`src/design/flash_status_pkg.sv`:
```
package flash_status_pkg;
	// Bit layout of status byte one, bit 7 first on the serial line.
	localparam int LOCK_BIT     = 7;
	localparam int SEQ_BIT      = 6;
	localparam int FAIL_BIT     = 5;
	localparam int PIN_BIT      = 4;
	localparam int SUMMARY_HI   = 3;
	localparam int SUMMARY_LO   = 2;
	localparam int LATCH_BIT    = 1;
	localparam int BUSY_BIT     = 0;
	// Global protect field of the status write byte.
	localparam int GLOBAL_HI    = 5;
	localparam int GLOBAL_LO    = 2;
	localparam logic [3:0] GLOBAL_PROTECT   = 4'hF;
	localparam logic [3:0] GLOBAL_UNPROTECT = 4'h0;
	// Protection summary encodings.
	localparam logic [1:0] SUMMARY_NONE = 2'h0;
	localparam logic [1:0] SUMMARY_SOME = 2'h1;
	localparam logic [1:0] SUMMARY_ALL  = 2'h3;
	// Sector count and reset values.
	localparam int NUM_SECTORS  = 4;
	localparam int SECTOR_W     = 2;
	localparam logic [7:0] STATUS_RESET = 8'h0C;
	localparam logic       LOCK_RESET   = 1'b0;
	localparam logic       SECTOR_RESET = 1'b1;
	localparam logic [2:0] BIT_LAST     = 3'h7;
endpackage : flash_status_pkg

```
`src/design/flash_status_byte_one.sv`:
```
// Operation
// - Lock set: sector protect and unprotect commands ignored, registers unchanged.
// - Lock set: global protect and unprotect not carried out.
// - Lock clear: all four protection requests processed normally.
// - Lock returns to zero on reset.
// - Pin deasserted: lock writes freely; pin asserted: only zero to one.
// - Status write stores only bit 7; bits 5:2 request a global protect or unprotect.
// - Sequential flag shows program mode, byte/page after reset.
// - Fail flag set when a byte failed in the last erase or program.
// - Fail flag not set on an aborted erase or program.
// - Fail flag refreshed at the end of each erase and program that is not aborted.
// - Pin flag shows the write-protect pin level.
// - Two-bit summary reports none, some or all sectors protected.
// - Summary 00 none, 01 some, 11 all (default), 10 reserved.
// - Write latch flag 0 not enabled (default), 1 enabled.
// - Busy flag 0 ready, 1 internal operation in progress.
// - Write latch clears after disable, status write, protect, program, erase, reset.
`timescale 1ns/1ps
module flash_status_byte_one (
	// Clock and reset
	input  wire logic                                  CLK_SYS,
	input  wire logic                                  RST_N,
	// Write-protect pin, active low
	input  wire logic                                  WP_N,
	// Decoded commands from the serial front end, one-cycle pulses
	input  wire logic                                  WR_ENABLE,
	input  wire logic                                  WR_DISABLE,
	input  wire logic                                  STATUS_WRITE,
	input  wire logic [7:0]                            STATUS_DATA,
	input  wire logic                                  SECTOR_PROTECT,
	input  wire logic                                  SECTOR_UNPROTECT,
	input  wire logic [flash_status_pkg::SECTOR_W-1:0] SECTOR_SEL,
	// Program and erase engine
	input  wire logic                                  ENGINE_BUSY,
	input  wire logic                                  SEQ_MODE,
	input  wire logic                                  OP_DONE,
	input  wire logic                                  OP_FAIL,
	input  wire logic                                  OP_ABORT,
	// Status readout
	input  wire logic                                  READ_LOAD,
	input  wire logic                                  READ_SHIFT,
	output logic                                       READ_BIT,
	output logic      [7:0]                            STATUS_BYTE,
	// Protection state for the array
	output logic      [flash_status_pkg::NUM_SECTORS-1:0] SECTOR_PROTECTED
);
	// ----------------------------------------
	// Flags
	// ----------------------------------------
	logic       protection_lock;
	logic       seq_program_flag;
	logic       program_fail_flag;
	logic       protect_pin_level;
	logic       write_latch;
	logic       busy_flag;
	logic [1:0] sw_protect_summary;
	logic [flash_status_pkg::NUM_SECTORS-1:0] protect_bits;
	logic [7:0] shift_reg;
	logic [2:0] shift_cnt;

	logic       accept_status;
	logic       accept_sector;
	logic [3:0] global_field;
	logic       next_lock;

	// A status write is only honoured with the latch set and the engine idle.
	assign accept_status = STATUS_WRITE && write_latch && !busy_flag;
	assign accept_sector = write_latch && !busy_flag && !protection_lock;
	assign global_field  = STATUS_DATA[flash_status_pkg::GLOBAL_HI:flash_status_pkg::GLOBAL_LO];

	// ----------------------------------------
	// Protection lock
	// ----------------------------------------
	// The pin only guards the one-to-zero direction. Setting the lock is always
	// allowed, so a host can freeze the sectors even with the pin held low.
	always_comb begin
		next_lock = STATUS_DATA[flash_status_pkg::LOCK_BIT];
		if (!WP_N && protection_lock && !next_lock) begin
			next_lock = 1'b1;
		end
	end

	always_ff @(posedge CLK_SYS or negedge RST_N) begin
		if (!RST_N) begin
			protection_lock <= flash_status_pkg::LOCK_RESET;
		end else if (accept_status) begin
			protection_lock <= next_lock;
		end
	end

	// ----------------------------------------
	// Global field decoding
	// ----------------------------------------
	// Only the all-ones and all-zeros patterns act. Every other pattern leaves the
	// sectors alone, so a byte that moves the lock with another pattern never touches them.
	function automatic logic field_is(input logic [3:0] field, input logic [3:0] pattern);
		field_is = (field == pattern);
	endfunction : field_is

	// ----------------------------------------
	// Sector protection store
	// ----------------------------------------
	// The prior lock value gates the global operation, so a write that sets the
	// lock and asks for a global change in the same byte still performs it.
	sector_protect_store u_store (
		.clk     (CLK_SYS),
		.rst_n   (RST_N),
		.set_one (SECTOR_PROTECT && accept_sector),
		.clr_one (SECTOR_UNPROTECT && accept_sector),
		.sector  (SECTOR_SEL),
		.set_all (accept_status && !protection_lock && field_is(global_field, flash_status_pkg::GLOBAL_PROTECT)),
		.clr_all (accept_status && !protection_lock && field_is(global_field, flash_status_pkg::GLOBAL_UNPROTECT)),
		.protect (protect_bits),
		.summary (sw_protect_summary)
	);

	// ----------------------------------------
	// Write enable latch
	// ----------------------------------------
	// With the engine idle, write enable wins over every clear in the same cycle. A status write refused
	// because the engine is busy still clears the latch, as the whole command was
	// received; the host has to enable again once the engine is idle.
	always_ff @(posedge CLK_SYS or negedge RST_N) begin
		if (!RST_N) begin
			write_latch <= 1'b0;
		end else if (WR_ENABLE && !busy_flag) begin
			write_latch <= 1'b1;
		end else if (WR_DISABLE || (STATUS_WRITE && write_latch) || OP_DONE || OP_ABORT
				|| ((SECTOR_PROTECT || SECTOR_UNPROTECT) && write_latch)) begin
			write_latch <= 1'b0;
		end
	end

	// ----------------------------------------
	// Engine flags
	// ----------------------------------------
	always_ff @(posedge CLK_SYS or negedge RST_N) begin
		if (!RST_N) begin
			program_fail_flag <= 1'b0;
		end else if (OP_DONE && !OP_ABORT) begin
			program_fail_flag <= OP_FAIL;
		end
	end

	// The busy flag trails the engine by one clock. The write gates use this
	// registered copy, so every decision in a cycle sees one consistent value.
	always_ff @(posedge CLK_SYS or negedge RST_N) begin
		if (!RST_N) begin
			seq_program_flag  <= 1'b0;
			busy_flag         <= 1'b0;
			protect_pin_level <= 1'b0;
		end else begin
			seq_program_flag  <= SEQ_MODE;
			busy_flag         <= ENGINE_BUSY;
			protect_pin_level <= WP_N;
		end
	end

	// ----------------------------------------
	// Readout
	// ----------------------------------------
	logic [7:0] status_now;

	// The parallel copy lags the flags by one clock; the serial path loads from
	// the live flags instead, so a poll never sees a byte older than its request.
	// fixed layout
	always_comb begin
		status_now = 8'h00;
		status_now[flash_status_pkg::LOCK_BIT]  = protection_lock;
		status_now[flash_status_pkg::SEQ_BIT]   = seq_program_flag;
		status_now[flash_status_pkg::FAIL_BIT]  = program_fail_flag;
		status_now[flash_status_pkg::PIN_BIT]   = protect_pin_level;
		status_now[flash_status_pkg::SUMMARY_HI:flash_status_pkg::SUMMARY_LO] = sw_protect_summary;
		status_now[flash_status_pkg::LATCH_BIT] = write_latch;
		status_now[flash_status_pkg::BUSY_BIT]  = busy_flag;
	end

	always_ff @(posedge CLK_SYS or negedge RST_N) begin
		if (!RST_N) begin
			STATUS_BYTE      <= flash_status_pkg::STATUS_RESET;
			SECTOR_PROTECTED <= {flash_status_pkg::NUM_SECTORS{flash_status_pkg::SECTOR_RESET}};
		end else begin
			STATUS_BYTE      <= status_now;
			SECTOR_PROTECTED <= protect_bits;
		end
	end

	always_ff @(posedge CLK_SYS or negedge RST_N) begin
		if (!RST_N) begin
			shift_reg <= 8'h00;
			shift_cnt <= 3'h0;
			READ_BIT  <= 1'b0;
		end else if (READ_LOAD) begin
			// Reloading each byte lets a poll loop watch the busy flag fall.
			shift_reg <= {status_now[6:0], 1'b0};
			shift_cnt <= 3'h0;
			READ_BIT  <= status_now[7];
		end else if (READ_SHIFT) begin
			if (shift_cnt == flash_status_pkg::BIT_LAST) begin
				// After bit 0 the next shift starts a fresh byte, so a held read keeps polling.
				shift_reg <= {status_now[6:0], 1'b0};
				shift_cnt <= 3'h0;
				READ_BIT  <= status_now[7];
			end else begin
				shift_reg <= {shift_reg[6:0], 1'b0};
				shift_cnt <= shift_cnt + 3'h1;
				READ_BIT  <= shift_reg[7];
			end
		end
	end
endmodule : flash_status_byte_one

```
`src/design/sector_protect_store.sv`:
```
`timescale 1ns/1ps
module sector_protect_store (
	// Clock and reset
	input  wire logic                                   clk,
	input  wire logic                                   rst_n,
	// Update requests, already qualified by the lock
	input  wire logic                                   set_one,
	input  wire logic                                   clr_one,
	input  wire logic [flash_status_pkg::SECTOR_W-1:0]  sector,
	input  wire logic                                   set_all,
	input  wire logic                                   clr_all,
	// State
	output logic      [flash_status_pkg::NUM_SECTORS-1:0] protect,
	output logic      [1:0]                             summary
);
	genvar g;
	generate
		for (g = 0; g < flash_status_pkg::NUM_SECTORS; g++) begin : g_sec
			always_ff @(posedge clk or negedge rst_n) begin
				if (!rst_n) begin
					protect[g] <= flash_status_pkg::SECTOR_RESET;
				end else if (set_all || (set_one && int'(sector) == g)) begin
					protect[g] <= 1'b1;
				end else if (clr_all || (clr_one && int'(sector) == g)) begin
					protect[g] <= 1'b0;
				end
			end
		end
	endgenerate

	always_comb begin
		if (&protect) begin
			summary = flash_status_pkg::SUMMARY_ALL;
		end else if (|protect) begin
			summary = flash_status_pkg::SUMMARY_SOME;
		end else begin
			summary = flash_status_pkg::SUMMARY_NONE;
		end
	end
endmodule : sector_protect_store

```
`config.mk`:
```
export PLATFORM = sky130hd
export DESIGN_NAME = flash_status_byte_one
export DESIGN_NICKNAME = d
export VERILOG_FILES = /design/src/design/flash_status_pkg.sv /design/src/design/flash_status_byte_one.sv /design/src/design/sector_protect_store.sv
export SDC_FILE = /design/constraint.sdc
export NUM_CORES = 1
export LEC_CHECK = 0
export CORE_UTILIZATION = 45
export DETAILED_ROUTE_END_ITERATION = 8
export DONT_BUFFER_PORTS = 1
export HOLD_SLACK_MARGIN = 0.08
export SLEW_MARGIN = 20
export SYNTH_ARGS = -nofsm -noshare
export SYNTH_HDL_FRONTEND = slang
export SYNTH_SLANG_ARGS = --single-unit
```
`constraint.sdc`:
```
create_clock -name CLK_SYS -period 3.6 [get_ports CLK_SYS]
set_input_delay 0.72 -clock CLK_SYS [delete_from_list [all_inputs] [get_ports CLK_SYS]]
set_output_delay 0.72 -clock CLK_SYS [all_outputs]
set_load 0.1 [all_outputs]
```
==> results of run 1 <==
layout by cell type, fill, tap and decap left out:
cell type  count
nand2b_1       1
clkbuf_4       5
buf_2          1
nand4b_1       1
dfstp_2       10
o32ai_1        1
mux2i_1        3
nor3b_1        2
nand3_1        2
nand3b_1       2
nor2_1        14
nand4bb_1      1
mux2_2         1
o22ai_1        7
nor4_1         2
a311o_1        4
a32o_1         2
a21oi_1        8
nor2b_1        1
clkbuf_1       2
nor4b_2        1
or4_1          1
nand4_1        1
clkbuf_8       1
nor3_1         1
and4bb_2       1
and4_1         1
and2b_1        1
inv_1          4
ha_1           2
nand2_1        2
dfrtp_1       23
kinds of logic (layout without fill, tap and decap cells):
| logic type | Yosys count | after routing | synth area share, % |
|---|---|---|---|
| AO/OA/AOI/OAI | 22 | 22 | 11.84 |
| adder cells (fa/ha/maj) | 2 | 2 | 1.941 |
| buffers and inverters | 6 | 13 | 1.844 |
| flip-flops | 33 | 33 | 65.05 |
| multiplexers | 4 | 4 | 3.204 |
| AND/OR/NAND/NOR | 35 | 35 | 16.12 |
worst max path at each step:
stage                              start                 end  slack (ns)  cells after the start
after global routing            READ_BIT            READ_BIT        1.58                      0
after global placement    STATUS_DATA[3]  u_store.protect[0]        1.93                      3
after floorplan                 READ_BIT            READ_BIT        1.98                      0
after detailed placement  STATUS_DATA[3]  u_store.protect[0]        1.91                      3
final                           READ_BIT            READ_BIT        1.62                      0
after CTS                       READ_BIT            READ_BIT        1.60                      0
final cells by class:
class / instances / area [µm²]
Tap cell: 31 / 38.79
Inverter: 4 / 15.01
Multi-Input combinational cell: 63 / 426.7
Clock buffer: 8 / 58.81
Timing Repair Buffer: 1 / 5.005
Sequential cell: 33 / 838.3
Fill cell: 256 / 1351
Yosys cell counts, types with 2 or more instances:
library cell / count / area, µm²
dfrtp_1: 23 / 575.6
nor2_1: 14 / 52.55
dfstp_2: 10 / 262.8
a21oi_1: 8 / 40.04
o22ai_1: 7 / 43.79
a311o_1: 4 / 40.04
inv_1: 4 / 15.01
mux2i_1: 3 / 30.03
a32o_1: 2 / 20.02
ha_1: 2 / 25.02
nand2_1: 2 / 7.510
nand3_1: 2 / 10.01
nand3b_1: 2 / 15.01
nor3b_1: 2 / 15.01
nor4_1: 2 / 12.51
stage by stage:
stage                     hold WS (ns)  setup WS, ns  cells  util (%)
after floorplan                 0.3543         1.982    102         -
final                           0.2191         1.621    140     50.57
after CTS                       0.2042         1.603    140     50.76
after detailed placement        0.3698         1.908    131     48.24
after global placement          0.3737         1.928    131     48.24
after global routing            0.1907         1.576    140     50.57
routing by layer:
metal / track usage [%] / up-vias / share of wire (%)
met4: 7.857 / 0 / 1.9
met3: 8.665 / 5 / 6.6
met1: 20.85 / 407 / 43
met5: 0 / - / 0
met2: 24.61 / 27 / 48
li1: - / 393 / -
where the power goes:
group          switching, W  leakage, nW  internal [W]
Sequential         0.000223        0.380      0.000449
Combinational     0.0000265        0.160     0.0000336
Clock              0.000113       0.0326     0.0000963
==> out/results.tsv, run 1 <==
stage	metric	value	unit
critical_path	critical path type	reg -> out	
logic_synthesis	sequential fraction of the synthesis area	65.05	%
drt	Pre-Repair DR Iteration Count	6	
clock_tree	Worst-Skew Late Latency	0.33	ns
grt	largest net degree at the start of global routing	24	
critical_path	Req. time, crit path	2.88	ns
logic_synthesis	post-synthesis cell type count	30	
placed_design	HPWL Detailed	1.553	mm
critical_path	Worst R2R Path Depth	4	
drt	Detailed Route WL	2.181	mm
critical_path	CP max FO	2	
grt	Global Route Usage Sum	16.89	%
clock_tree	clock-pin slew on the worst setup and hold paths	0.10	ns
clock_tree	Setup Fix Bufs, Post-CTS	0	
logic_synthesis	Net Count, Synth	129	
grt	first-pass GRT wire length	3.898	mm
power_and_ir_drop	Power Dens Cells	680.4	nW/µm²
final_layout	max reg flops	8	
floorplan	num rows	19	
power_and_ir_drop	maximum vdd drop	0.4362	mV
clock_tree	CTS H-Tree Depth	2	
logic_synthesis	ys flop type	dfrtp_1	
critical_path	r2r setup slk	1.91	ns
floorplan	Core Region	2734	µm²
job	# Max-Cap Violations	0	
final_layout	Final Cell Area	1383	µm²
timing	worst slew pin tran	0.8874	ns
drt	wire per inst	15.58	µm
clock_tree	post_cts resized	0	
floorplan	Die X	55.52	µm
timing	Slew headroom	40.84	%
timing	fmax	505.3	MHz
drt	DRT antenna net count	0	
logic_synthesis	Mapped Cells	102	
final_layout	ant diodes	0	
timing	Final Skew	0.008770	ns
power_and_ir_drop	P_leak	0.5735	nW
critical_path	CP Capture Type	primary output	
clock_tree	TritonCTS Sinks	33	
drt	DR vias	832	
critical_path	Worst EP arrival	1.26	ns
timing	unrepaired setup endpoints after global routing	false	
timing	fin crit share	54.98	%
logic_synthesis	Netlist Area Pre-Place	1289	µm²
placed_design	GPL Wtd Cong	0.7313	
placed_design	Port Buffers	0	
logic_synthesis	Ys Warns	0	
placed_design	Cell Area, Placed	1319	µm²
clock_tree	CTS tree	built	
drt	Starting DRT DRC Count	16	
drt	DRC	0	
critical_path	crit path launch type	register	
final_layout	share of cells above drive strength 1	18.35	%
floorplan	Die ar.	3082	µm²
power_and_ir_drop	Power Total	0.0009407	W
critical_path	Critical R2R Capture	shift_reg[1]	
logic_synthesis	Async SR Flop Fraction	100.0	%
final_layout	synthesis-to-layout area growth	7.282	%
grt	initial antenna violation count	0	
grt	number of global-route vias before repair	848	
floorplan	Initial Utilization	47.14	%
logic_synthesis	Mean Syn Cell Area	12.63	µm²
logic_synthesis	Post-synth EDFFs	0	
final_layout	nets	135	
timing	Total Neg Setup Slack	0	ns
min_path	min-delay worst type	in -> async	
status	status	finished, final reports clean	
logic_synthesis	Seq cells post-synth	33	
clock_tree	Max Root-Sink Buffers	2	
timing	Fin. Hold Viols	0	
clock_tree	Num CTS Buffers	5	
timing	max-slew violations	0	
grt	gr ovfl total	0	
critical_path	reg2reg start	shift_cnt[0]	
clock_tree	Clk Tree Root Cell	clkbuf_4	
floorplan	chip height	55.52	µm
clock_tree	Post-CTS Hold Fix Bufs	1	
drt	via/cell ratio	5.943	
floorplan	# IOs	38	
timing	fin crit period	1.979	ns
timing	final setup fails	0	
Note: power is estimated with default switching activity, not from simulation.
==> run 2, diff against run 1 <==
- ABC_AREA: default -> 1
- clock period: 3.6 -> 1.9 ns (I/O delays scaled with it)
==> run 2 against run 1 <==
The flow now finishes with violations (design-rule violations). Synthesized area is 7.2% higher. Flip-flop and latch count stayed put. Non-clock buffer count is 11 higher. Design area is 14% higher. Critical endpoint is now STATUS_BYTE[2]. Largest power group unchanged.
==> out/results.tsv, run 2 <==
stage	metric	value	unit
status	status	complete, but fails checks	
status	failing checks	design-rule violations	
clock_tree	Num CTS Buffers	5	
final_layout	fin cells	199	
placed_design	Port Buffers	0	
grt	largest net degree at the start of global routing	34	
timing	hold slack	0.1398	ns
drt	via/cell ratio	5.045	
placed_design	Cell Area, Placed	1461	µm²
job	# Max-Cap Violations	0	
floorplan	Die X	57.41	µm
power_and_ir_drop	P_leak	0.7421	nW
floorplan	num rows	19	
clock_tree	Max Root-Sink Buffers	2	
critical_path	Critical R2R Capture	shift_reg[3]	
logic_synthesis	Mapped Cells	149	
clock_tree	Post-CTS Hold Fix Bufs	5	
floorplan	chip height	57.41	µm
drt	Starting DRT DRC Count	34	
floorplan	Die ar.	3295	µm²
clock_tree	TritonCTS Sinks	33	
final_layout	most common cell after layout, fill and taps aside	nand2_1	
logic_synthesis	post-synthesis cell type count	20	
drt	DR vias	1004	
critical_path	CP max FO	1	
drt	Pre-Repair DR Iteration Count	6	
timing	final setup fails	0	
timing	unrepaired setup endpoints after global routing	false	
drt	wire per inst	12.41	µm
critical_path	Req. time, crit path	1.52	ns
critical_path	crit path launch type	register	
power_and_ir_drop	Power Dens Cells	1200	nW/µm²
grt	gr ovfl total	0	
logic_synthesis	sequential fraction of the synthesis area	60.69	%
logic_synthesis	synth cell count leaders	nand2_1, nor2_1, dfrtp_1	
final_layout	Final Cell Area	1577	µm²
logic_synthesis	ranking of synthesized cells by area	dfrtp_1, dfstp_2, nand2_1	
logic_synthesis	Mean Syn Cell Area	9.271	µm²
clock_tree	Clk Tree Root Cell	clkbuf_4	
placed_design	HPWL Detailed	1.692	mm
drt	Detailed Route WL	2.469	mm
min_path	Hold EP	program_fail_flag	
clock_tree	CTS tree	built	
critical_path	Crit. path cell count	0	
grt	Global Route Usage Sum	18.21	%
timing	final worst slack	0.3285	ns
logic_synthesis	post-synth top area share	41.67	%
logic_synthesis	Async SR Flop Fraction	100.0	%
logic_synthesis	Netlist Area Pre-Place	1381	µm²
critical_path	Worst EP arrival	1.19	ns
drt	DRT antenna net count	0	
clock_tree	Setup Fix Bufs, Post-CTS	0	
final_layout	nets	194	
final_layout	ant diodes	0	
final_layout	synthesis-to-layout area growth	14.13	%
timing	max-slew violations	0	
critical_path	critical path type	reg -> out	
critical_path	r2r setup slk	0.46	ns
floorplan	# IOs	38	
logic_synthesis	Post-synth EDFFs	0	
placed_design	Placed Cells	186	
timing	Final Skew	0.01182	ns
logic_synthesis	dominant cell type by area after synthesis	dfrtp_1	
timing	worst slew pin tran	0.5045	ns
grt	initial antenna violation count	0	
clock_tree	Worst-Skew Late Latency	0.33	ns
placed_design	GPL Wtd Cong	0.7731	
clock_tree	post_cts resized	0	
floorplan	Core Region	2829	µm²
logic_synthesis	Net Count, Synth	176	
timing	Fin. Hold Viols	0	
final_layout	commonest cells after routing, fill and taps aside	nand2_1, nor2_1, dfrtp_1, a21oi_1, inv_1	
timing	fin crit share	82.71	%
floorplan	Initial Utilization	48.83	%
timing	Slew headroom	66.33	%
clock_tree	clock-pin slew on the worst setup and hold paths	0.10	ns
critical_path	CP Capture Type	primary output	
grt	first-pass GRT wire length	4.533	mm
final_layout	share of cells above drive strength 1	20.83	%
power_and_ir_drop	maximum vdd drop	0.5468	mV
logic_synthesis	Seq cells post-synth	33	
final_layout	max reg flops	8	
clock_tree	CTS H-Tree Depth	2	
min_path	WHS Path Cells	1	
placed_design	post-placement setup slack	0.4647	ns
logic_synthesis	most common cell in the netlist	nand2_1	
timing	fmax	636.3	MHz
timing	fin crit period	1.572	ns
logic_synthesis	Ys Warns	0	
critical_path	Worst R2R Path Depth	6	
min_path	min-delay worst type	in -> reg	
grt	number of global-route vias before repair	1048	
critical_path	reg2reg start	shift_cnt[0]	
timing	Total Neg Setup Slack	0	ns
logic_synthesis	ys flop type	dfrtp_1	
min_path	hold_sp	OP_DONE	
drt	DRC	2	
[run 2: layout make-up]
class,count,area [µm²]
inverters,14,52.55
clock buffers,5,37.54
repair buffers,12,112.6
fillers,272,1252
flip-flops and latches,33,838.3
clock inverters,3,17.52
multi-input cells,101,479.2
well taps,31,38.79
[run 2: kinds of logic (layout without fill, tap and decap cells)]
kind of cell | after synthesis | count (layout) | synth area share (%)
adders and majority gates | 2 | 2 | 1.811
DFF | 33 | 33 | 60.69
and+or+nand+nor | 79 | 79 | 24.73
AOI/OAI and AO/OA | 20 | 20 | 8.152
buffers and inverters | 15 | 34 | 4.619
[run 2: power breakdown]
part           leakage, nW  internal [W]  total, W  switching, W
clock               0.0310      0.000139  0.000377      0.000238
combinational        0.329     0.0000860  0.000301      0.000215
sequential           0.382      0.000869   0.00121      0.000344
total                0.742       0.00109   0.00189      0.000797
[run 2: worst max-delay path by stage]
| stage | from | endpoint | slack [ns] |
|---|---|---|---|
| after detailed placement | shift_cnt[0] | shift_reg[3] | 0.46 |
| after global placement | shift_cnt[0] | shift_reg[3] | 0.49 |
| after CTS | SECTOR_PROTECTED[2] | SECTOR_PROTECTED[2] | 0.31 |
| after floorplan | shift_cnt[0] | shift_reg[3] | 0.61 |
| after global routing | SECTOR_PROTECTED[2] | SECTOR_PROTECTED[2] | 0.28 |
| final | STATUS_BYTE[2] | STATUS_BYTE[2] | 0.33 |
[run 2: per-layer routing]
metal / up-vias / routed length (µm) / GRT usage [%]
met5: - / 0 / 0
met1: 453 / 1151 / 24.08
met2: 34 / 1132 / 27.24
met3: 4 / 153 / 7.483
met4: 0 / 32 / 5.923
li1: 513 / - / -
[run 2: stage by stage]
stage	utilization (%)	total power [W]
floorplan	-	0.001439
global route	55.73	0.001995
detailed placement	51.66	0.001502
CTS	55.73	0.001912
finish	55.73	0.001891
global placement	51.66	0.001498
==> run 3, diff against run 2 <==
- ABC_AREA: 1 -> 0
- clock period: 1.9 -> 1.4 ns (I/O delays scaled with it)
==> run 3 against run 2 <==
The run now ends clean. Final cell count shrank 18%. Die area shrank 6.5%. Critical path type unchanged. Design area grew 7.5%. Register-to-register slack lost 0.39 ns. Combinational power grew to 3.0 times the previous value. Critical endpoint is now SECTOR_PROTECTED[3]. Power grew 40%. Critical path depth grew 1. Core utilization grew 6.3 points. Flip-flop and latch count is the same. Clock-buffer cell count grew 1.
==> out/results.tsv, run 3 (same netlist as run 1, synthesis figures left out) <==
stage	metric	value	unit
status	status	finished, final reports clean	
grt	met1 usage	21.68	%
final_layout	max reg flops	8	
critical_path	Max stage delay on crit path	0.57	ns
power_and_ir_drop	cell-internal power	0.001650	W
drt	DRC	0	
floorplan	Die X	55.52	µm
critical_path	Critical Path, Cell by Cell	buf_12	
clock_tree	clock-pin slew on the worst setup and hold paths	0.10	ns
final_layout	most common cell after layout, fill and taps aside	dfrtp_1	
final_layout	Final Cell Area	1695	µm²
grt	initial antenna violation count	0	
critical_path	CP max FO	1	
grt	number of global-route vias before repair	967	
timing	unrepaired setup endpoints after global routing	false	
floorplan	# IOs	38	
critical_path	critical path type	reg -> out	
final_layout	nets	159	
clock_tree	Clk Tree Root Cell	clkbuf_4	
final_layout	share of cells above drive strength 1	30.83	%
power_and_ir_drop	Power Dens Cells	1560	nW/µm²
drt	Pre-Repair DR Iteration Count	4	
grt	first-pass GRT wire length	4.188	mm
critical_path	Req. time, crit path	1.12	ns
power_and_ir_drop	Reg power frac	47.3	%
floorplan	chip height	55.52	µm
power_and_ir_drop	sw power	0.0009948	W
critical_path	crit path launch type	register	
timing	max-slew violations	0	
drt	Detailed Route WL	2.407	mm
drt	DRT antenna net count	0	
power_and_ir_drop	Comb power frac	34.1	%
clock_tree	Max Root-Sink Buffers	2	
grt	Global Route Usage Sum	18.47	%
floorplan	Die ar.	3082	µm²
placed_design	Port Buffers	0	
grt	gr ovfl total	0	
floorplan	Core Region	2734	µm²
floorplan	Initial Utilization	47.14	%
timing	Fin. Hold Viols	0	
clock_tree	CTS tree	built	
grt	largest net degree at the start of global routing	34	
final_layout	commonest cells after routing, fill and taps aside	dfrtp_1, nor2_1, dfstp_2, buf_4, dlygate4sd3_1	
drt	via/cell ratio	5.567	
drt	wire per inst	14.68	µm
floorplan	num rows	19	
clock_tree	TritonCTS Sinks	33	
final_layout	synthesis-to-layout area growth	31.55	%
drt	DR vias	913	
power_and_ir_drop	Power Total	0.002645	W
timing	worst slew pin tran	0.3977	ns
grt	GR Layer Usage met2	29.09	%
drt	Starting DRT DRC Count	16	
timing	Final Skew	0.005122	ns
critical_path	delay-heaviest family, CP	flip-flops	
job	# Max-Cap Violations	0	
power_and_ir_drop	sw frac	37.61	%
timing	Slew headroom	73.42	%
clock_tree	Worst-Skew Late Latency	0.33	ns
critical_path	Worst EP arrival	1.07	ns
critical_path	Bufs and invs on worst path	1	
clock_tree	CTS H-Tree Depth	2	
timing	fmax	742.1	MHz
critical_path	slowest cell on the critical path	dfstp_2	
placed_design	GPL Wtd Cong	0.7547	
final_layout	ant diodes	0	
grt	gr busiest metal	met2	
placed_design	Cell Area, Placed	1518	µm²
timing	fin crit share	96.25	%
min_path	min-delay worst type	in -> reg	
clock_tree	Num CTS Buffers	5	
timing	fin crit period	1.348	ns
power_and_ir_drop	clock group share of total power	18.6	%
placed_design	HPWL Detailed	1.682	mm
power_and_ir_drop	P_leak	0.7124	nW
timing	final setup fails	0	
grt	met3 Use GR	7.963	%
power_and_ir_drop	maximum vdd drop	1.281	mV
critical_path	CP Capture Type	primary output	
[run 3: area by class of cell]
cell class,count,area [µm²]
fill,232,1039
sequential,33,838.3
clock inverter,2,10.01
multi-input combinational,63,452.9
tap,31,38.79
inverter,4,15.01
clock buffer,6,41.29
timing repair buffer,25,299.0
[run 3: layer usage]
| metal | part of all wire, % | vias to the layer above |
|---|---|---|
| met1 | 43 | 441 |
| met2 | 49 | 27 |
| met4 | 2.1 | 0 |
| met3 | 5.6 | 5 |
| met5 | 0 | - |
| li1 | - | 440 |
[run 3: repair_timing]
item,in CTS,in global routing
endpoints found under the setup margin,7,7
pin swaps,0,1
endpoints found under the hold margin,41,1
resized for setup,2,4
hold buffers,8,1
setup buffers,0,0
[run 3: worst paths after layout]
check	from	endpoint	slack (ns)	cells after the start
max	SECTOR_PROTECTED[3]	SECTOR_PROTECTED[3]	0.05	1
min	STATUS_WRITE	protection_lock	0.11	1
max reg2reg	busy_flag	u_store.protect[0]	0.07	3
min reg2reg	u_store.protect[1]	SECTOR_PROTECTED[1]	0.39	0
max in group asynchronous	RST_N	SECTOR_PROTECTED[2]	0.77	2
min in group asynchronous	RST_N	STATUS_BYTE[7]	0.39	2
[run 3: stage by stage]
| stage | cells | worst slack (ns) | hold WS [ns] | TNS [ns] | utilization (%) |
|---|---|---|---|---|---|
| 2_1_floorplan | 102 | 0.01488 | -0.01559 | 0 | - |
| 3_3_place_gp | 147 | -0.009274 | -0.01490 | -0.02811 | 55.51 |
| 3_5_place_dp | 147 | -0.07213 | -0.01483 | -0.3949 | 55.51 |
| 4_1_cts | 163 | 0.01200 | 0.08193 | 0 | 60.96 |
| 5_1_grt | 164 | 0.001661 | 0.09764 | 0 | 62.01 |
| 6_report | 164 | 0.05248 | 0.1145 | 0 | 62.01 |
[run 3: power groups by stage]
stage / registers, W / logic (W) / clock network, W
floorplan: 0.00171 / 0.000132 / 0
global placement: 0.00127 / 0.000853 / 0
detailed placement: 0.00127 / 0.000858 / 0
CTS: 0.00125 / 0.000904 / 0.000510
global route: 0.00127 / 0.000940 / 0.000557
finish: 0.00125 / 0.000901 / 0.000492
[run 3: worst reg2reg max path, cell delays in order, from the launching register on]
cell and delay (ns):
dfrtp_1 0.43, and2b_1 0.26, nand4b_1 0.18, a311o_1 0.40
